$ cat src/hdl/timer_pkg.sv
// Constants, field layouts and carrier types of the 8-bit compare timer.
// Assumes a 32-bit classic Wishbone register bus and one 250 MHz clock.
package timer_pkg;

  // ==========================================================
  // Register offsets (byte addresses, one aligned word each)
  localparam int ADDR_W = 8;
  localparam logic [7:0] OFS_CTRL = 8'h00;
  localparam logic [7:0] OFS_COUNT = 8'h04;
  localparam logic [7:0] OFS_COMPARE = 8'h08;
  localparam logic [7:0] OFS_FLAGS = 8'h0C;
  localparam logic [7:0] OFS_PORT = 8'h10;

  // ==========================================================
  // Field positions
  localparam int CTRL_WGM_LSB = 0;
  localparam int CTRL_COM_LSB = 2;
  localparam int CTRL_CS_LSB = 4;
  localparam int CTRL_FORCE_BIT = 7;
  localparam int FLAG_OVF_BIT = 0;
  localparam int FLAG_CMP_BIT = 1;
  localparam int FLAG_OC_BIT = 2;
  localparam int PORT_OUT_BIT = 0;
  localparam int PORT_DIR_BIT = 1;
  localparam int PORT_PIN_BIT = 2;

  // ==========================================================
  // Reset values
  localparam logic [7:0] RST_COUNT = 8'h00;
  localparam logic [7:0] RST_COMPARE = 8'h00;
  localparam logic RST_BIT = 1'b0;

  // ==========================================================
  // Modes, output actions and count limits
  localparam logic [1:0] WGM_NORMAL = 2'h0;
  localparam logic [1:0] WGM_PWM_PHASE = 2'h1;
  localparam logic [1:0] WGM_CLEAR_ON_MATCH = 2'h2;
  localparam logic [1:0] WGM_PWM_FAST = 2'h3;
  localparam logic [1:0] COM_NONE = 2'h0;
  localparam logic [1:0] COM_TOGGLE = 2'h1;
  localparam logic [1:0] COM_CLEAR = 2'h2;
  localparam logic [1:0] COM_SET = 2'h3;
  localparam logic [7:0] COUNT_MAX = 8'hFF;
  localparam logic [7:0] COUNT_BOTTOM = 8'h00;

  // ==========================================================
  // Prescaler taps: a tick when the masked prescaler bits are all one
  localparam int PRESC_W = 10;
  localparam logic [9:0] PRESC_MASK_8 = 10'h007;
  localparam logic [9:0] PRESC_MASK_32 = 10'h01F;
  localparam logic [9:0] PRESC_MASK_64 = 10'h03F;
  localparam logic [9:0] PRESC_MASK_128 = 10'h07F;
  localparam logic [9:0] PRESC_MASK_256 = 10'h0FF;
  localparam logic [9:0] PRESC_MASK_1024 = 10'h3FF;

  typedef struct packed {
    logic [2:0] clk_sel;
    logic [1:0] out_mode;
    logic [1:0] wave_mode;
  } ctrl_s;

  typedef struct packed {
    logic out_bit;
    logic dir_bit;
  } port_s;

  localparam ctrl_s RST_CTRL = '0;
  localparam port_s RST_PORT = '0;

endpackage

$ cat src/hdl/timer_compare_unit.sv
// 8-bit timer/counter with one compare channel and port-pin override.
// Assumes a classic Wishbone master on clk_i and a pad that resolves pin_o/pin_oe_n_o.
//
// Operation
// - A count write suppresses compare matches during the next timer clock.
// - Writing count equal to compare produces no match and no output action.
// - The output state keeps its value when the waveform mode changes.
// - Output mode is unbuffered and governs the first match after writing.
// - Nonzero output mode drives the pin from the waveform generator.
// - The pin is driven only while the direction bit selects output.
// - Pin override depends only on output mode, not waveform mode.
// - Output mode zero leaves the output state unchanged on a match.
// - In non-PWM modes the force strobe applies the action at once.
// - Non-PWM: set, clear or toggle on match; PWM: inverted, non-inverted or toggle on match.
// - Only the waveform mode decides the counting sequence.
// - Free-running mode counts up and wraps from 0xFF to 0x00.
// - Free-running overflow flag sets when the count becomes zero.
// - Servicing the overflow interrupt clears the overflow flag.
// - Clear-on-match mode clears the count after it equals compare.
// - Compare is unbuffered; below count, counter wraps through 0xFF first.
// - Clear-on-match raises the compare flag at each top.
// - Toggle action in clear-on-match toggles on every match.
// - Prescale is selectable among 1, 8, 32, 64, 128, 256 and 1024.
// - Clear-on-match overflow flag sets when the count wraps to 0x00.
// - Force updates the output state only, not flag or counter.
// - Match sets the flag at the timer tick; write-one or service clears.
// - A count write has priority over clear or count in that cycle.
//
// The implementer's own choices: the Wishbone slave port and the address map.
`timescale 1ns/100ps

module timer_compare_unit (
  input wire logic clk_i,
  input wire logic rst_i,
  input wire logic cyc_i,
  input wire logic stb_i,
  input wire logic we_i,
  input wire logic [timer_pkg::ADDR_W-1:0] adr_i,
  input wire logic [3:0] sel_i,
  input wire logic [31:0] dat_i,
  output logic [31:0] dat_o,
  output logic ack_o,
  input wire logic pin_i,
  output logic pin_o,
  output logic pin_oe_n_o,
  input wire logic overflow_service_i,
  input wire logic compare_service_i,
  output logic overflow_flag_o,
  output logic compare_match_flag_o
);
  import timer_pkg::*;

  // ==========================================================
  // State
  ctrl_s ctrl_ff;
  port_s port_ff;
  logic [7:0] timer_count_ff;
  logic [7:0] compare_value_ff;
  logic [PRESC_W-1:0] presc_ff;
  logic block_ff;
  logic compare_output_ff;
  logic overflow_flag_ff;
  logic compare_match_flag_ff;
  logic pin_meta_ff;
  logic pin_sync_ff;
  logic pin_out_ff;
  logic pin_oe_n_ff;
  logic ack_ff;
  logic [31:0] dat_ff;

  logic bus_req;
  logic bus_wr;
  logic wr_ctrl;
  logic wr_count;
  logic wr_compare;
  logic wr_flags;
  logic wr_port;
  logic timer_tick;
  logic tick_eff;
  logic equal_hit;
  logic at_max;
  logic pwm_mode;
  logic force_now;
  ctrl_s ctrl_new;
  logic [31:0] rd_word;

  // ==========================================================
  // Helpers
  function automatic logic hits(input logic [ADDR_W-1:0] adr, input logic [7:0] ofs);
    hits = (adr == ofs);
  endfunction

  function automatic logic tap(input logic [PRESC_W-1:0] p, input logic [PRESC_W-1:0] m);
    tap = ((p & m) == m);
  endfunction

  // Output action on a match or force; mode zero does nothing.
  function automatic logic oc_action(input logic [1:0] com, input logic oc);
    case (com)
      COM_TOGGLE: oc_action = ~oc;
      COM_CLEAR: oc_action = 1'b0;
      COM_SET: oc_action = 1'b1;
      default: oc_action = oc;
    endcase
  endfunction

  // ==========================================================
  // Bus decode
  // A request is taken in the cycle it is seen without a pending ack.
  assign bus_req = cyc_i & stb_i & ~ack_ff;
  assign bus_wr = bus_req & we_i & sel_i[0];
  assign wr_ctrl = bus_wr & hits(adr_i, OFS_CTRL);
  assign wr_count = bus_wr & hits(adr_i, OFS_COUNT);
  assign wr_compare = bus_wr & hits(adr_i, OFS_COMPARE);
  assign wr_flags = bus_wr & hits(adr_i, OFS_FLAGS);
  assign wr_port = bus_wr & hits(adr_i, OFS_PORT);

  assign ctrl_new.wave_mode = dat_i[CTRL_WGM_LSB +: 2];
  assign ctrl_new.out_mode = dat_i[CTRL_COM_LSB +: 2];
  assign ctrl_new.clk_sel = dat_i[CTRL_CS_LSB +: 3];

  // ==========================================================
  // Prescaler
  // The prescaler runs free so a new select takes effect on its next tap.
  always_ff @(posedge clk_i) begin
    if (rst_i) begin
      presc_ff <= '0;
    end else begin
      presc_ff <= presc_ff + 10'h001;
    end
  end

  always_comb begin
    case (ctrl_ff.clk_sel)
      3'h1: timer_tick = 1'b1;
      3'h2: timer_tick = tap(presc_ff, PRESC_MASK_8);
      3'h3: timer_tick = tap(presc_ff, PRESC_MASK_32);
      3'h4: timer_tick = tap(presc_ff, PRESC_MASK_64);
      3'h5: timer_tick = tap(presc_ff, PRESC_MASK_128);
      3'h6: timer_tick = tap(presc_ff, PRESC_MASK_256);
      3'h7: timer_tick = tap(presc_ff, PRESC_MASK_1024);
      default: timer_tick = 1'b0;
    endcase
  end

  // ==========================================================
  // Compare and counter
  // A count write steals the tick so the written value is not counted away.
  assign tick_eff = timer_tick & ~wr_count;
  assign equal_hit = (timer_count_ff == compare_value_ff) & ~block_ff;
  assign at_max = (timer_count_ff == COUNT_MAX);
  assign pwm_mode = ctrl_ff.wave_mode[0];

  // The block persists while the timer is stopped, until one tick passes.
  always_ff @(posedge clk_i) begin
    if (rst_i) begin
      block_ff <= 1'b0;
    end else if (wr_count) begin
      block_ff <= 1'b1;
    end else if (timer_tick) begin
      block_ff <= 1'b0;
    end
  end

  always_ff @(posedge clk_i) begin
    if (rst_i) begin
      timer_count_ff <= RST_COUNT;
    end else if (wr_count) begin
      timer_count_ff <= dat_i[7:0];
    end else if (tick_eff) begin
      if (ctrl_ff.wave_mode == WGM_CLEAR_ON_MATCH && equal_hit) begin
        timer_count_ff <= COUNT_BOTTOM;
      end else begin
        timer_count_ff <= timer_count_ff + 8'h01;
      end
    end
  end

  always_ff @(posedge clk_i) begin
    if (rst_i) begin
      compare_value_ff <= RST_COMPARE;
    end else if (wr_compare) begin
      compare_value_ff <= dat_i[7:0];
    end
  end

  // ==========================================================
  // Control and port registers
  always_ff @(posedge clk_i) begin
    if (rst_i) begin
      ctrl_ff <= RST_CTRL;
    end else if (wr_ctrl) begin
      ctrl_ff <= ctrl_new;
    end
  end

  always_ff @(posedge clk_i) begin
    if (rst_i) begin
      port_ff <= RST_PORT;
    end else if (wr_port) begin
      port_ff.out_bit <= dat_i[PORT_OUT_BIT];
      port_ff.dir_bit <= dat_i[PORT_DIR_BIT];
    end
  end

  // ==========================================================
  // Waveform generator
  // Force uses the mode being written, so one write can set and force.
  assign force_now = wr_ctrl & dat_i[CTRL_FORCE_BIT] & ~ctrl_new.wave_mode[0];

  // Mode changes never touch this register; only actions do.
  always_ff @(posedge clk_i) begin
    if (rst_i) begin
      compare_output_ff <= RST_BIT;
    end else if (force_now) begin
      compare_output_ff <= oc_action(ctrl_new.out_mode, compare_output_ff);
    end else if (tick_eff && equal_hit) begin
      compare_output_ff <= oc_action(ctrl_ff.out_mode, compare_output_ff);
    end else if (tick_eff && pwm_mode && at_max) begin
      if (ctrl_ff.out_mode == COM_CLEAR) begin
        compare_output_ff <= 1'b1;
      end else if (ctrl_ff.out_mode == COM_SET) begin
        compare_output_ff <= 1'b0;
      end
    end
  end

  // ==========================================================
  // Flags
  // A set in the same cycle as a clear wins, so no event is lost.
  always_ff @(posedge clk_i) begin
    if (rst_i) begin
      overflow_flag_ff <= RST_BIT;
    end else if (tick_eff && at_max) begin
      overflow_flag_ff <= 1'b1;
    end else if (overflow_service_i || (wr_flags && dat_i[FLAG_OVF_BIT])) begin
      overflow_flag_ff <= 1'b0;
    end
  end

  always_ff @(posedge clk_i) begin
    if (rst_i) begin
      compare_match_flag_ff <= RST_BIT;
    end else if (tick_eff && equal_hit) begin
      compare_match_flag_ff <= 1'b1;
    end else if (compare_service_i || (wr_flags && dat_i[FLAG_CMP_BIT])) begin
      compare_match_flag_ff <= 1'b0;
    end
  end

  // ==========================================================
  // Pin
  // The pin level is double-flopped before software can read it.
  always_ff @(posedge clk_i) begin
    if (rst_i) begin
      pin_meta_ff <= 1'b0;
      pin_sync_ff <= 1'b0;
    end else begin
      pin_meta_ff <= pin_i;
      pin_sync_ff <= pin_meta_ff;
    end
  end

  // Registered pad drive costs one cycle of latency but keeps outputs glitch-free.
  always_ff @(posedge clk_i) begin
    if (rst_i) begin
      pin_out_ff <= 1'b0;
      pin_oe_n_ff <= 1'b1;
    end else begin
      if (ctrl_ff.out_mode != COM_NONE) begin
        pin_out_ff <= compare_output_ff;
      end else begin
        pin_out_ff <= port_ff.out_bit;
      end
      pin_oe_n_ff <= ~port_ff.dir_bit;
    end
  end

  // ==========================================================
  // Read data and acknowledge
  always_comb begin
    rd_word = 32'h0000_0000;
    if (hits(adr_i, OFS_CTRL)) begin
      rd_word[CTRL_WGM_LSB +: 2] = ctrl_ff.wave_mode;
      rd_word[CTRL_COM_LSB +: 2] = ctrl_ff.out_mode;
      rd_word[CTRL_CS_LSB +: 3] = ctrl_ff.clk_sel;
    end else if (hits(adr_i, OFS_COUNT)) begin
      rd_word[7:0] = timer_count_ff;
    end else if (hits(adr_i, OFS_COMPARE)) begin
      rd_word[7:0] = compare_value_ff;
    end else if (hits(adr_i, OFS_FLAGS)) begin
      rd_word[FLAG_OVF_BIT] = overflow_flag_ff;
      rd_word[FLAG_CMP_BIT] = compare_match_flag_ff;
      rd_word[FLAG_OC_BIT] = compare_output_ff;
    end else if (hits(adr_i, OFS_PORT)) begin
      rd_word[PORT_OUT_BIT] = port_ff.out_bit;
      rd_word[PORT_DIR_BIT] = port_ff.dir_bit;
      rd_word[PORT_PIN_BIT] = pin_sync_ff;
    end
  end

  // Unmapped addresses are acknowledged, read as zero and ignore writes.
  always_ff @(posedge clk_i) begin
    if (rst_i) begin
      ack_ff <= 1'b0;
      dat_ff <= 32'h0000_0000;
    end else begin
      ack_ff <= bus_req;
      if (bus_req && !we_i) begin
        dat_ff <= rd_word;
      end
    end
  end

  // ==========================================================
  // Outputs
  assign dat_o = dat_ff;
  assign ack_o = ack_ff;
  assign pin_o = pin_out_ff;
  assign pin_oe_n_o = pin_oe_n_ff;
  assign overflow_flag_o = overflow_flag_ff;
  assign compare_match_flag_o = compare_match_flag_ff;

endmodule

$ cat config.mk
export PLATFORM = sky130hd
export DESIGN_NAME = timer_compare_unit
export DESIGN_NICKNAME = d
export VERILOG_FILES = /design/src/hdl/timer_pkg.sv /design/src/hdl/timer_compare_unit.sv
export SDC_FILE = /design/constraint.sdc
export NUM_CORES = 1
export LEC_CHECK = 0
export BUFFER_PORTS_ARGS = -buffer_cell sky130_fd_sc_hd__buf_4
export CAP_MARGIN = 20
export CELL_PAD_IN_SITES_DETAIL_PLACEMENT = 1
export CELL_PAD_IN_SITES_GLOBAL_PLACEMENT = 1
export CORE_AREA = 2 2 91 93
export CTS_CLUSTER_SIZE = 16
export DETAILED_ROUTE_END_ITERATION = 10
export DIE_AREA = 0 0 93 95
export GPL_TIMING_DRIVEN = 1
export PLACE_DENSITY_LB_ADDON = 0.25
export SETUP_SLACK_MARGIN = 0.5
export SLEW_MARGIN = 20
export SYNTH_ARGS = -nofsm -noshare
export SYNTH_HDL_FRONTEND = slang
export SYNTH_SLANG_ARGS = --single-unit
$ cat constraint.sdc
create_clock -name clk_i -period 2.8 [get_ports clk_i]
set_clock_uncertainty 0.05 [all_clocks]
set_input_delay 0.14 -clock clk_i [delete_from_list [all_inputs] [get_ports clk_i]]
set_output_delay 0.14 -clock clk_i [all_outputs]
set_load 0.005 [all_outputs]
# Word level (Yosys, flattened, before mapping)
# Index checks and enable logic that the tools add are counted.
dict set report classes {
  add_sub_neg 2
  eq_ne 27
  muxes 25
  bitwise 19
  n_reduce_logical 21
}
# operator n
set ops {}
lappend ops {{8-bit 2-to-1 mux} 4}
lappend ops {{8-bit by 4-bit == test with 1-bit output, second input constant} 2}
lappend ops {{8-bit == test, second input constant} 2}
lappend ops {{3-bit == test, second input constant} 5}
lappend ops {{1-bit AND} 13}
lappend ops {{1-bit 2-to-1 mux} 13}
lappend ops {{10-bit by 1-bit adder with 10-bit output, second input constant} 1}
lappend ops {{10-bit == test, second input constant} 1}
lappend ops {{2-bit == test, second input constant} 5}
lappend ops {{2-bit nonzero test} 5}
lappend ops {{3-bit 2-to-1 mux} 3}
lappend ops {{8-bit by 1-bit adder with 8-bit output, second input constant} 1}
lappend ops {{8-bit by 3-bit == test with 1-bit output, second input constant} 1}
lappend ops {{8-bit by 5-bit == test with 1-bit output, second input constant} 1}
lappend ops {{8-bit == test} 1}
lappend ops {{1-bit logical AND} 8}
lappend ops {{8-bit logical NOT} 1}
lappend ops {{4-bit nonzero test} 2}
lappend ops {{7-bit == test, second input constant} 1}
lappend ops {{7-bit 2-to-1 mux} 1}
lappend ops {{1-bit case mux with 7 select lines} 1}
lappend ops {{3-bit by 2-bit == test with 1-bit output, second input constant} 2}
lappend ops {{6-bit == test, second input constant} 1}
lappend ops {{1-bit inverter} 6}
lappend ops {{10 further kinds} 13}
dict set report totals {
  ff_bits 52
  inputBits 52
  output_inout_bits 37
  word_cells 112
}

# Depth between registers and ports, before layout
# Gate-level depths: netlist (run 1).
dict set report logic_depth {
  depth_word 12
  depth_mapped 11
  mapped_depth_nobuf 10
}

# Least setup slack after synthesis (run 1)
# Ideal clock, no wire load.
dict set report synth_path {
  path_type {flip-flop to flip-flop}
  start {register presc_ff[0]}
  end {register compare_output_ff}
  setup_ns 0.096
  arrival_ns 2.120
  slack_ns 0.535
  stages_incl_launch_ff 11
  synth_period_minus_slack_ns 2.265
  cell_sequence {dfxtp_1 > ha_1 > and3_1 > ha_1 > inv_1 > a311oi_1 > a41oi_2 > or3b_1 > xor2_1 > a21oi_2 > o41ai_2}
}
dict set report synth_via {
  elab_chain_len 7
}
# item line
set synth_rtl {}
lappend synth_rtl {{start, declared} timer_compare_unit.sv:59} ;# logic [PRESC_W-1:0] presc_ff;
lappend synth_rtl {{start signal, assigned} timer_compare_unit.sv:129} ;# presc_ff <= presc_ff + 10'h001;
lappend synth_rtl {{10-bit == test (tied with other cells)} timer_compare_unit.sv:94} ;# tap = ((p & m) == m);
lappend synth_rtl {{1-bit case mux with 7 select lines *} timer_compare_unit.sv:134} ;# case (ctrl_ff.clk_sel)
lappend synth_rtl {{1-bit AND *} timer_compare_unit.sv:149} ;# assign tick_eff = timer_tick & ~wr_count;
lappend synth_rtl {{1-bit logical AND (2 in a row)} timer_compare_unit.sv:219} ;# end else if (tick_eff && pwm_mode && at_max) begin
lappend synth_rtl {{3-bit nonzero test (no line)} n/a}
lappend synth_rtl {{4-bit AND reduction (no line)} n/a}
lappend synth_rtl {{end signal, assigned} timer_compare_unit.sv:216} ;# compare_output_ff <= oc_action(ctrl_new.out_mode, compare_output_ff);
lappend synth_rtl {{end signal, assigned} timer_compare_unit.sv:218} ;# compare_output_ff <= oc_action(ctrl_ff.out_mode, compare_output_ff);
lappend synth_rtl {{end, declared} timer_compare_unit.sv:61} ;# logic compare_output_ff;
# Mark *: on every way between the ends. The rest lies on a longest branch, timed or not.
# A chain may end at the register's enable or synchronous reset.

# Final worst setup path (run 1)
dict set report layout_path {
  start {register presc_ff[0]}
  end {register timer_count_ff[1]}
}
dict set report layout_via {
  elab_chain_len 4
}
# item line
set layout_rtl {}
lappend layout_rtl {{10-bit == test (tied with other cells)} timer_compare_unit.sv:94}
lappend layout_rtl {{1-bit case mux with 7 select lines *} timer_compare_unit.sv:134}
lappend layout_rtl {{1-bit AND *} timer_compare_unit.sv:149}
lappend layout_rtl {{2-bit nonzero test (no line) *} n/a}
lappend layout_rtl {{end signal, assigned} timer_compare_unit.sv:169} ;# timer_count_ff <= dat_i[7:0];
lappend layout_rtl {{end signal, assigned} timer_compare_unit.sv:174} ;# timer_count_ff <= timer_count_ff + 8'h01;
lappend layout_rtl {{end, declared} timer_compare_unit.sv:57} ;# logic [7:0] timer_count_ff;
# Marked as above.

==> metrics.md, run 1 <==
| Metric | Value |
|---|---|
| Outcome | `finished, final reports clean` |
| Finish-stage setup viols | `0` |
| DRC Markers | `0` |
| Die area | `0.00884 mm²` |
| Kind of critical path | `register to register` |
| Slew margin rel. | `63.0%` |
| Clk sinks | `52` |
| TritonCTS clock tree | `yes` |
| DP Area | `0.00316 mm²` |
| Vias | `2390` |
| Initial antenna violation count | `0` |
| Max Fclk | `roughly 430 MHz` |
| GRT Util Overall | `between 10% and 20%` |
| DRT Wirelength | `7.27 mm` |
| Share of cells above drive strength 1 | `23.6%` |
| CTS Buffer Depth | `2` |
| Clock Pin Slew Worst Setup and Hold Paths | `about 0.090 ns` |
| Fin nets | `roughly 430` |
| Worst EP required | `just under 3 ns` |
| Core Area | `0.00793 mm²` |
| Vias/cell | `5.00` |
| Initial Util | `35.8%` |
| Max_cap viols | `0` |
| WL/cell | `15.2 µm` |
| Worst-Margin Slew | `0.541 ns` |
| Seq cells post-synth | `52` |
| Pre-CTS WS | `0.198 ns` |
| Commonest non-fill, non-tap cell in the layout | `nor2_1` |
| Port Buffers | `37` |
| Worst Path Arrival | `2.48 ns` |
| Clock root cell | `clkbuf_8` |
| Worst-case vdd ir drop | `0.182 mV` |
| Worst min path class | `primary input to register` |
| Final WS setup | `0.490 ns` |
| Crit share post-route | `between 80% and 90%` |
| DRT Pass-1 Iters | `4` |
| Sum Neg Setup Slack | `0 ns` |
| Num CTS Buffers | `5` |
| Most frequent cells in the layout | `nor2_1, dfxtp_1, buf_4` |
| Final hold violation count | `0` |
| Most used DFF post-synth | `dfxtp_1` |
| Fin crit period | `2.31 ns` |
| Mapped Cells | `331` |
| Synth cell types | `55` |
| PwrDens | `383 mW/mm²` |
| Sequential cell area fraction in the yosys report | `36.6%` |
| Post-synth top area cell | `dfxtp_1` |
| Gpl congestion | `roughly 0.76` |
| Final HPWL DP | `5.31 mm` |
| Row count | `33` |
| Synthesized area | `about 0.0028 mm²` |
| H-tree levels | `2` |
| Syn Area/Cell | `8.58 µm²` |
| FF-to-FF setup slack | `approximately 0.49 ns` |
| Ys async rst share | `0%` |
| Final ANT Viol Nets | `0` |
| Die height | `95 µm` |
| Worst-path fanout max | `7` |
| Ranking of synthesized cells by area | `dfxtp_1, mux2i_1, nor2_1, buf_4, nand2_1` |
| Setup crit end kind | `register` |
| Starting DRT DRC Count | `90` |
| Static Leak | `0.00139 µW` |
| Yosys warns | `0` |
| Synth top area share | `36.6%` |
| Clk_lat worst skew | `approximately 0.31 ns` |
| RSZ-0062 raised after global routing | `true` |
| Die W | `between 90 and 100 µm` |
| CP Launch Type | `register` |
| Growth of design area from synthesis to finish | `18.7%` |
| Max-slew violation count | `0` |
| Post-route cell area | `0.00337 mm²` |
| Vias in the first global route | `~2300` |
| Gr ovfl total | `0` |
| Post-synth EDFFs | `0` |
| Global-route wire length before repair | `11.6 mm` |
| Overall Power | `~1300 µW` |
| Io pins | `approximately 90` |
| Largest net degree at the start of global routing | `54` |
| Ant diodes | `0` |
==> cells in the mapped netlist (2+ instances only) <==
| master | number |
|---|---|
| mux2_2 | 3 |
| a311oi_1 | 6 |
| xor2_1 | 7 |
| and3_1 | 3 |
| xnor2_1 | 8 |
| a21oi_1 | 10 |
| a41oi_1 | 2 |
| nor2_1 | 54 |
| mux2i_1 | 24 |
| inv_1 | 3 |
| buf_4 | 24 |
| nor2b_1 | 10 |
| a221oi_1 | 3 |
| ha_1 | 5 |
| clkbuf_1 | 10 |
| and2_1 | 2 |
| nand2_1 | 23 |
| dfxtp_1 | 52 |
| buf_2 | 2 |
| or4_4 | 2 |
| o21ai_0 | 14 |
| nor3_2 | 2 |
| nand3b_1 | 6 |
| o21ai_1 | 2 |
| nand4_1 | 3 |
| nand3_1 | 14 |
| nor3_1 | 6 |
| nand2b_1 | 4 |
==> timing repair <==
item / in CTS / in global routing
endpoints found under the hold margin: 1 / 0
buffers inserted: 2 / 1
pin swaps: 4 / 3
gates resized for setup: 9 / 9
hold buffers: 1 / 0
setup endpoints to repair: 6 / 8
==> path summary, 6_finish.rpt <==
kind / startpoint / end / cells past startpoint
min reg2reg: port_ff[0]$_SDFFE_PP0P_ / pin_oe_n_o$_SDFF_PP1_ / 1
max reg2reg: presc_ff[0]$_SDFF_PP0_ / timer_count_ff[1]$_SDFFE_PP0P_ / 9
min: dat_i[4] / compare_value_ff[4]$_SDFFE_PP0P_ / 3
max: presc_ff[0]$_SDFF_PP0_ / timer_count_ff[1]$_SDFFE_PP0P_ / 9
==> state kept, by name, indices dropped and copies added, names as in the netlist, 2 cells and up <==
| name | cells |
|---|---|
| compare_value_ff | 8 |
| ctrl_ff | 7 |
| dat_o | 8 |
| port_ff | 2 |
| presc_ff | 10 |
| timer_count_ff | 8 |
==> layer usage <==
metal	vias up	wire length (µm)	part of all wire [%]	track usage, %
met5	-	0	0	0
met4	0	77	1.1	4.04
met3	5	381	5.2	2.63
li1	1192	-	-	-
met2	56	3310	45	27.4
met1	1137	3500	48	23.0
==> cell type report <==
class / count / area (µm²)
Clock buffer: 5 / 68.8
Clock inverter: 3 / 23.8
Timing Repair Buffer: 48 / 363
Fill cell: 963 / 4560
Inverter: 3 / 11.3
Multi-Input combinational cell: 262 / 1730
Tap cell: 105 / 131
Sequential cell: 52 / 1040
==> logic make-up after synthesis <==
family	synth area share (%)
compound gates	12.2
buf+inv	8.54
flops	36.6
mux	9.64
other cells	0.132
simple gates	26.0
fa+ha+maj	2.20
xor+xnor	4.62
==> critical path, cell delays in order (launching register included) <==
cell and delay [ns]:
dfxtp_2 0.36, ha_4 0.14, and3_4 0.19, ha_4 0.12, inv_2 0.04, a311oi_4 0.26, a41oi_4 0.11, buf_4 0.22
or3b_2 0.46, a311oi_1 0.26
==> report_power, final <==
group	internal [µW]	total, µW	leakage (µW)	switching (µW)
logic	43.3	102	0.000932	58.7
clock network	177	435	0.0000404	258
registers	747	753	0.000421	5.27
total	968	1290	0.00139	322
==> metrics by stage <==
| stage | util [%] | cells | hold slack [ns] |
|---|---|---|---|
| 6_report | 42.5 | 478 | 0.0336 |
| 4_1_cts | 41.9 | 477 | 0.0304 |
| 2_1_floorplan | - | 354 | 0.218 |
| 3_3_place_gp | 39.8 | 466 | 0.316 |
| 5_1_grt | 42.5 | 478 | 0.0473 |
| 3_5_place_dp | 39.8 | 466 | 0.321 |
(Power assumes the default switching activity.)
==> run 2, diff against run 1 <==
==> constraint.sdc (replaced) <==
create_clock -name clk_i -period 2.19 [get_ports clk_i]
set_clock_uncertainty 0.05 [all_clocks]
set_input_delay 0.1095 -clock clk_i [delete_from_list [all_inputs] [get_ports clk_i]]
set_output_delay 0.1095 -clock clk_i [all_outputs]
set_load 0.005 [all_outputs]
==> run 2 against run 1 <==
Net effect: the run now ends with negative hold slack, negative setup slack left; cell area increased by 15%; flip-flop and latch count unchanged; register-to-register slack worse by 0.57 ns; clock power rose by 68%; first-iteration DRC count increased by 47%; global-route usage is 2.7 points higher; maximum frequency grew 1.9%; worst setup slack got worse by 0.57 ns; sequential power up 28%; critical endpoint is now compare_output_ff$_SDFFE_PP0P_; largest cell class unchanged; largest power group unchanged.
==> metrics.md, run 2 (synthesis gave the netlist of run 1 again) <==
| Metric | Value |
|---|---|
| Outcome | `finished with violations` |
| Failing checks | `negative hold slack, negative setup slack` |
| Growth of design area from synthesis to finish | `36.9%` |
| Io pins | `89 (unchanged)` |
| Fin crit period | `2.27 ns (-0.0430 ns)` |
| RSZ-0062 raised after global routing | `true` |
| Clock share of power | `39.6% (+5.8 points)` |
| Clock root cell | `clkbuf_8` |
| DRC Markers | `0 (unchanged)` |
| Worst-path fanout max | `3 (-4)` |
| Worst Path Arrival | `2.45 ns (-0.03 ns)` |
| Die height | `95 µm (unchanged)` |
| Fin nets | `475 (+11%)` |
| Reg-to-reg endpoint | `compare_output_ff$_SDFFE_PP0P_` |
| Finish-stage setup viols | `4 (+4)` |
| Hold WS | `-0.0113 ns (-0.0449 ns)` |
| Worst EP required | `2.37 ns (-0.60 ns)` |
| Initial Util | `35.8% (unchanged)` |
| Slew margin rel. | `56.8% (-6.2 points)` |
| DRT Wirelength | `8.75 mm (+20%)` |
| Worst r2r src | `compare_value_ff[4]$_SDFFE_PP0P_` |
| Final HPWL DP | `5.74 mm (+8.1%)` |
| Max-slew violation count | `0 (unchanged)` |
| Clk sinks | `52 (unchanged)` |
| Row count | `33 (unchanged)` |
| Vias | `2623 (+9.7%)` |
| Max_cap viols | `0 (unchanged)` |
| Clock Pin Slew Worst Setup and Hold Paths | `0.10 ns (about the same)` |
| H-tree levels | `2 (unchanged)` |
| Gpl congestion | `0.822 (+8.7%)` |
| Worst-Margin Slew | `0.631 ns (+0.0900 ns)` |
| Max Fclk | `441 MHz (+1.9%)` |
| Gate power share | `8.3% (+0.4 points)` |
| FF-to-FF setup slack | `-0.08 ns (-0.57 ns)` |
| Port Buffers | `37 (unchanged)` |
| Largest Register | `presc_ff` |
| Vias/cell | `5.01 (+0.11%)` |
| Final WS setup | `-0.0767 ns (-0.567 ns)` |
| Setup crit end kind | `register` |
| Final ANT Viol Nets | `0 (unchanged)` |
| WL/cell | `16.7 µm (+9.8%)` |
| Filler cell count | `972 (+0.93%)` |
| Pint | `1400 µW (+45%)` |
| CP Launch Type | `register` |
| Core Area | `0.00793 mm² (unchanged)` |
| Final core utilization | `49.1% (+6.5 points)` |
| TritonCTS clock tree | `yes` |
| CP endpoint | `compare_output_ff$_SDFFE_PP0P_` |
| Reg power frac | `52.1% (-6.2 points)` |
| Max reg flops | `10 (unchanged)` |
| Worst-case vdd ir drop | `0.249 mV (+36%)` |
| Die area | `0.00884 mm² (unchanged)` |
| Kind of critical path | `register to register` |
| Static Leak | `0.00168 µW (+20%)` |
| Pre-CTS WS | `-0.102 ns (-0.300 ns)` |
| Num CTS Buffers | `5 (unchanged)` |
| Vias in the first global route | `2656 (+16%)` |
| Net Sw Frac | `24.2% (-0.77 points)` |
| Global-route wire length before repair | `13.2 mm (+13%)` |
| Most frequent cells in the layout | `buf_4, nor2_1, dfxtp_1` |
| Share of cells above drive strength 1 | `34.8% (+11 points)` |
| Initial antenna violation count | `0 (unchanged)` |
| PwrDens | `475 mW/mm² (+24%)` |
| Ant diodes | `0 (unchanged)` |
| Die W | `93 µm (unchanged)` |
| CTS Buffer Depth | `2 (unchanged)` |
| Final hold violation count | `2 (+2)` |
| DRT Pass-1 Iters | `4 (unchanged)` |
| GRT Util Overall | `19.3% (+2.7 points)` |
| Worst reg-to-reg path cell count | `7 (-2)` |
| Starting DRT DRC Count | `132 (+47%)` |
| Psw | `447 µW (+39%)` |
| Commonest non-fill, non-tap cell in the layout | `buf_4` |
| Clk_lat worst skew | `0.32 ns (about the same)` |
| Largest net degree at the start of global routing | `54 (unchanged)` |
| Gr ovfl total | `0 (unchanged)` |
| Crit share post-route | `104% (+21 points)` |
| Crit path from | `compare_value_ff[4]$_SDFFE_PP0P_` |
| Worst min path class | `primary input to register` |
## run 2: layer usage
| metal | vias to the layer above | GRT usage (%) | part of all wire [%] | routed length, µm |
|---|---|---|---|---|
| li1 | 1285 | - | - | - |
| met1 | 1266 | 23.6 | 43 | 3760 |
| met2 | 58 | 33.0 | 51 | 4440 |
| met3 | 14 | 3.27 | 4.0 | 346 |
| met4 | 0 | 9.56 | 2.3 | 201 |
| met5 | - | 0 | 0 | 0 |
## run 2: worst min path at each step
stage / start / to / slack (ns) / cells past startpoint
3_5_place_dp: pin_i / pin_meta_ff$_SDFF_PP0_ / 0.28 / 2
4_1_cts: dat_i[5] / ctrl_ff[5]$_SDFFE_PP0N_ / 0.000007 / 3
3_3_place_gp: pin_i / pin_meta_ff$_SDFF_PP0_ / 0.28 / 2
2_1_floorplan: pin_i / pin_meta_ff$_SDFF_PP0_ / 0.19 / 1
5_1_grt: dat_i[5] / ctrl_ff[5]$_SDFFE_PP0N_ / 0.01 / 3
6_report: dat_i[5] / ctrl_ff[5]$_SDFFE_PP0N_ / -0.01 / 3
## run 2: cell type report
class | instances | area, µm² | area share, %
multi-input combinational | 262 | 1820 | 46.8
timing repair buffer | 94 | 757 | 19.5
inverter | 3 | 11.3 | 0.290
sequential | 52 | 1050 | 26.9
tap | 105 | 131 | 3.38
clock buffer | 6 | 82.6 | 2.12
clock inverter | 2 | 38.8 | 0.997
## run 2: critical path: stages, from the launching register on
cell	delay [ns]
dfxtp_2	0.35
xor2_2	0.19
or4_4	0.53
nor3_4	0.20
or3b_4	0.43
xor2_2	0.16
a21oi_2	0.08
o41ai_2	0.19
## run 2: power groups by stage
stage	clock network, µW	logic, µW	registers [µW]
6_report	732	154	962
5_1_grt	784	173	964
4_1_cts	739	147	962
3_5_place_dp	0	137	984
3_3_place_gp	0	135	984
2_1_floorplan	0	96.1	984
## run 2: per-stage QoR
step	total power (µW)	cells	setup TNS (ns)	instance area [µm²]
floorplan	1080	354	0	2990
detailed placement	1120	493	-0.361	3410
finish	1850	524	-0.182	3890
CTS	1850	513	-0.373	3720
global placement	1120	493	-0.230	3410
global route	1920	524	-0.814	3890
## run 2: what timing repair did
| action | 4_1_cts | 5_1_grt |
|---|---|---|
| resized for setup | 20 | 18 |
| setup buffers | 8 | 11 |
| pin swaps | 3 | 14 |
| hold endpoints to repair | 4 | 0 |
| endpoints found under the setup margin | 21 | 24 |
| hold buffers | 4 | 0 |
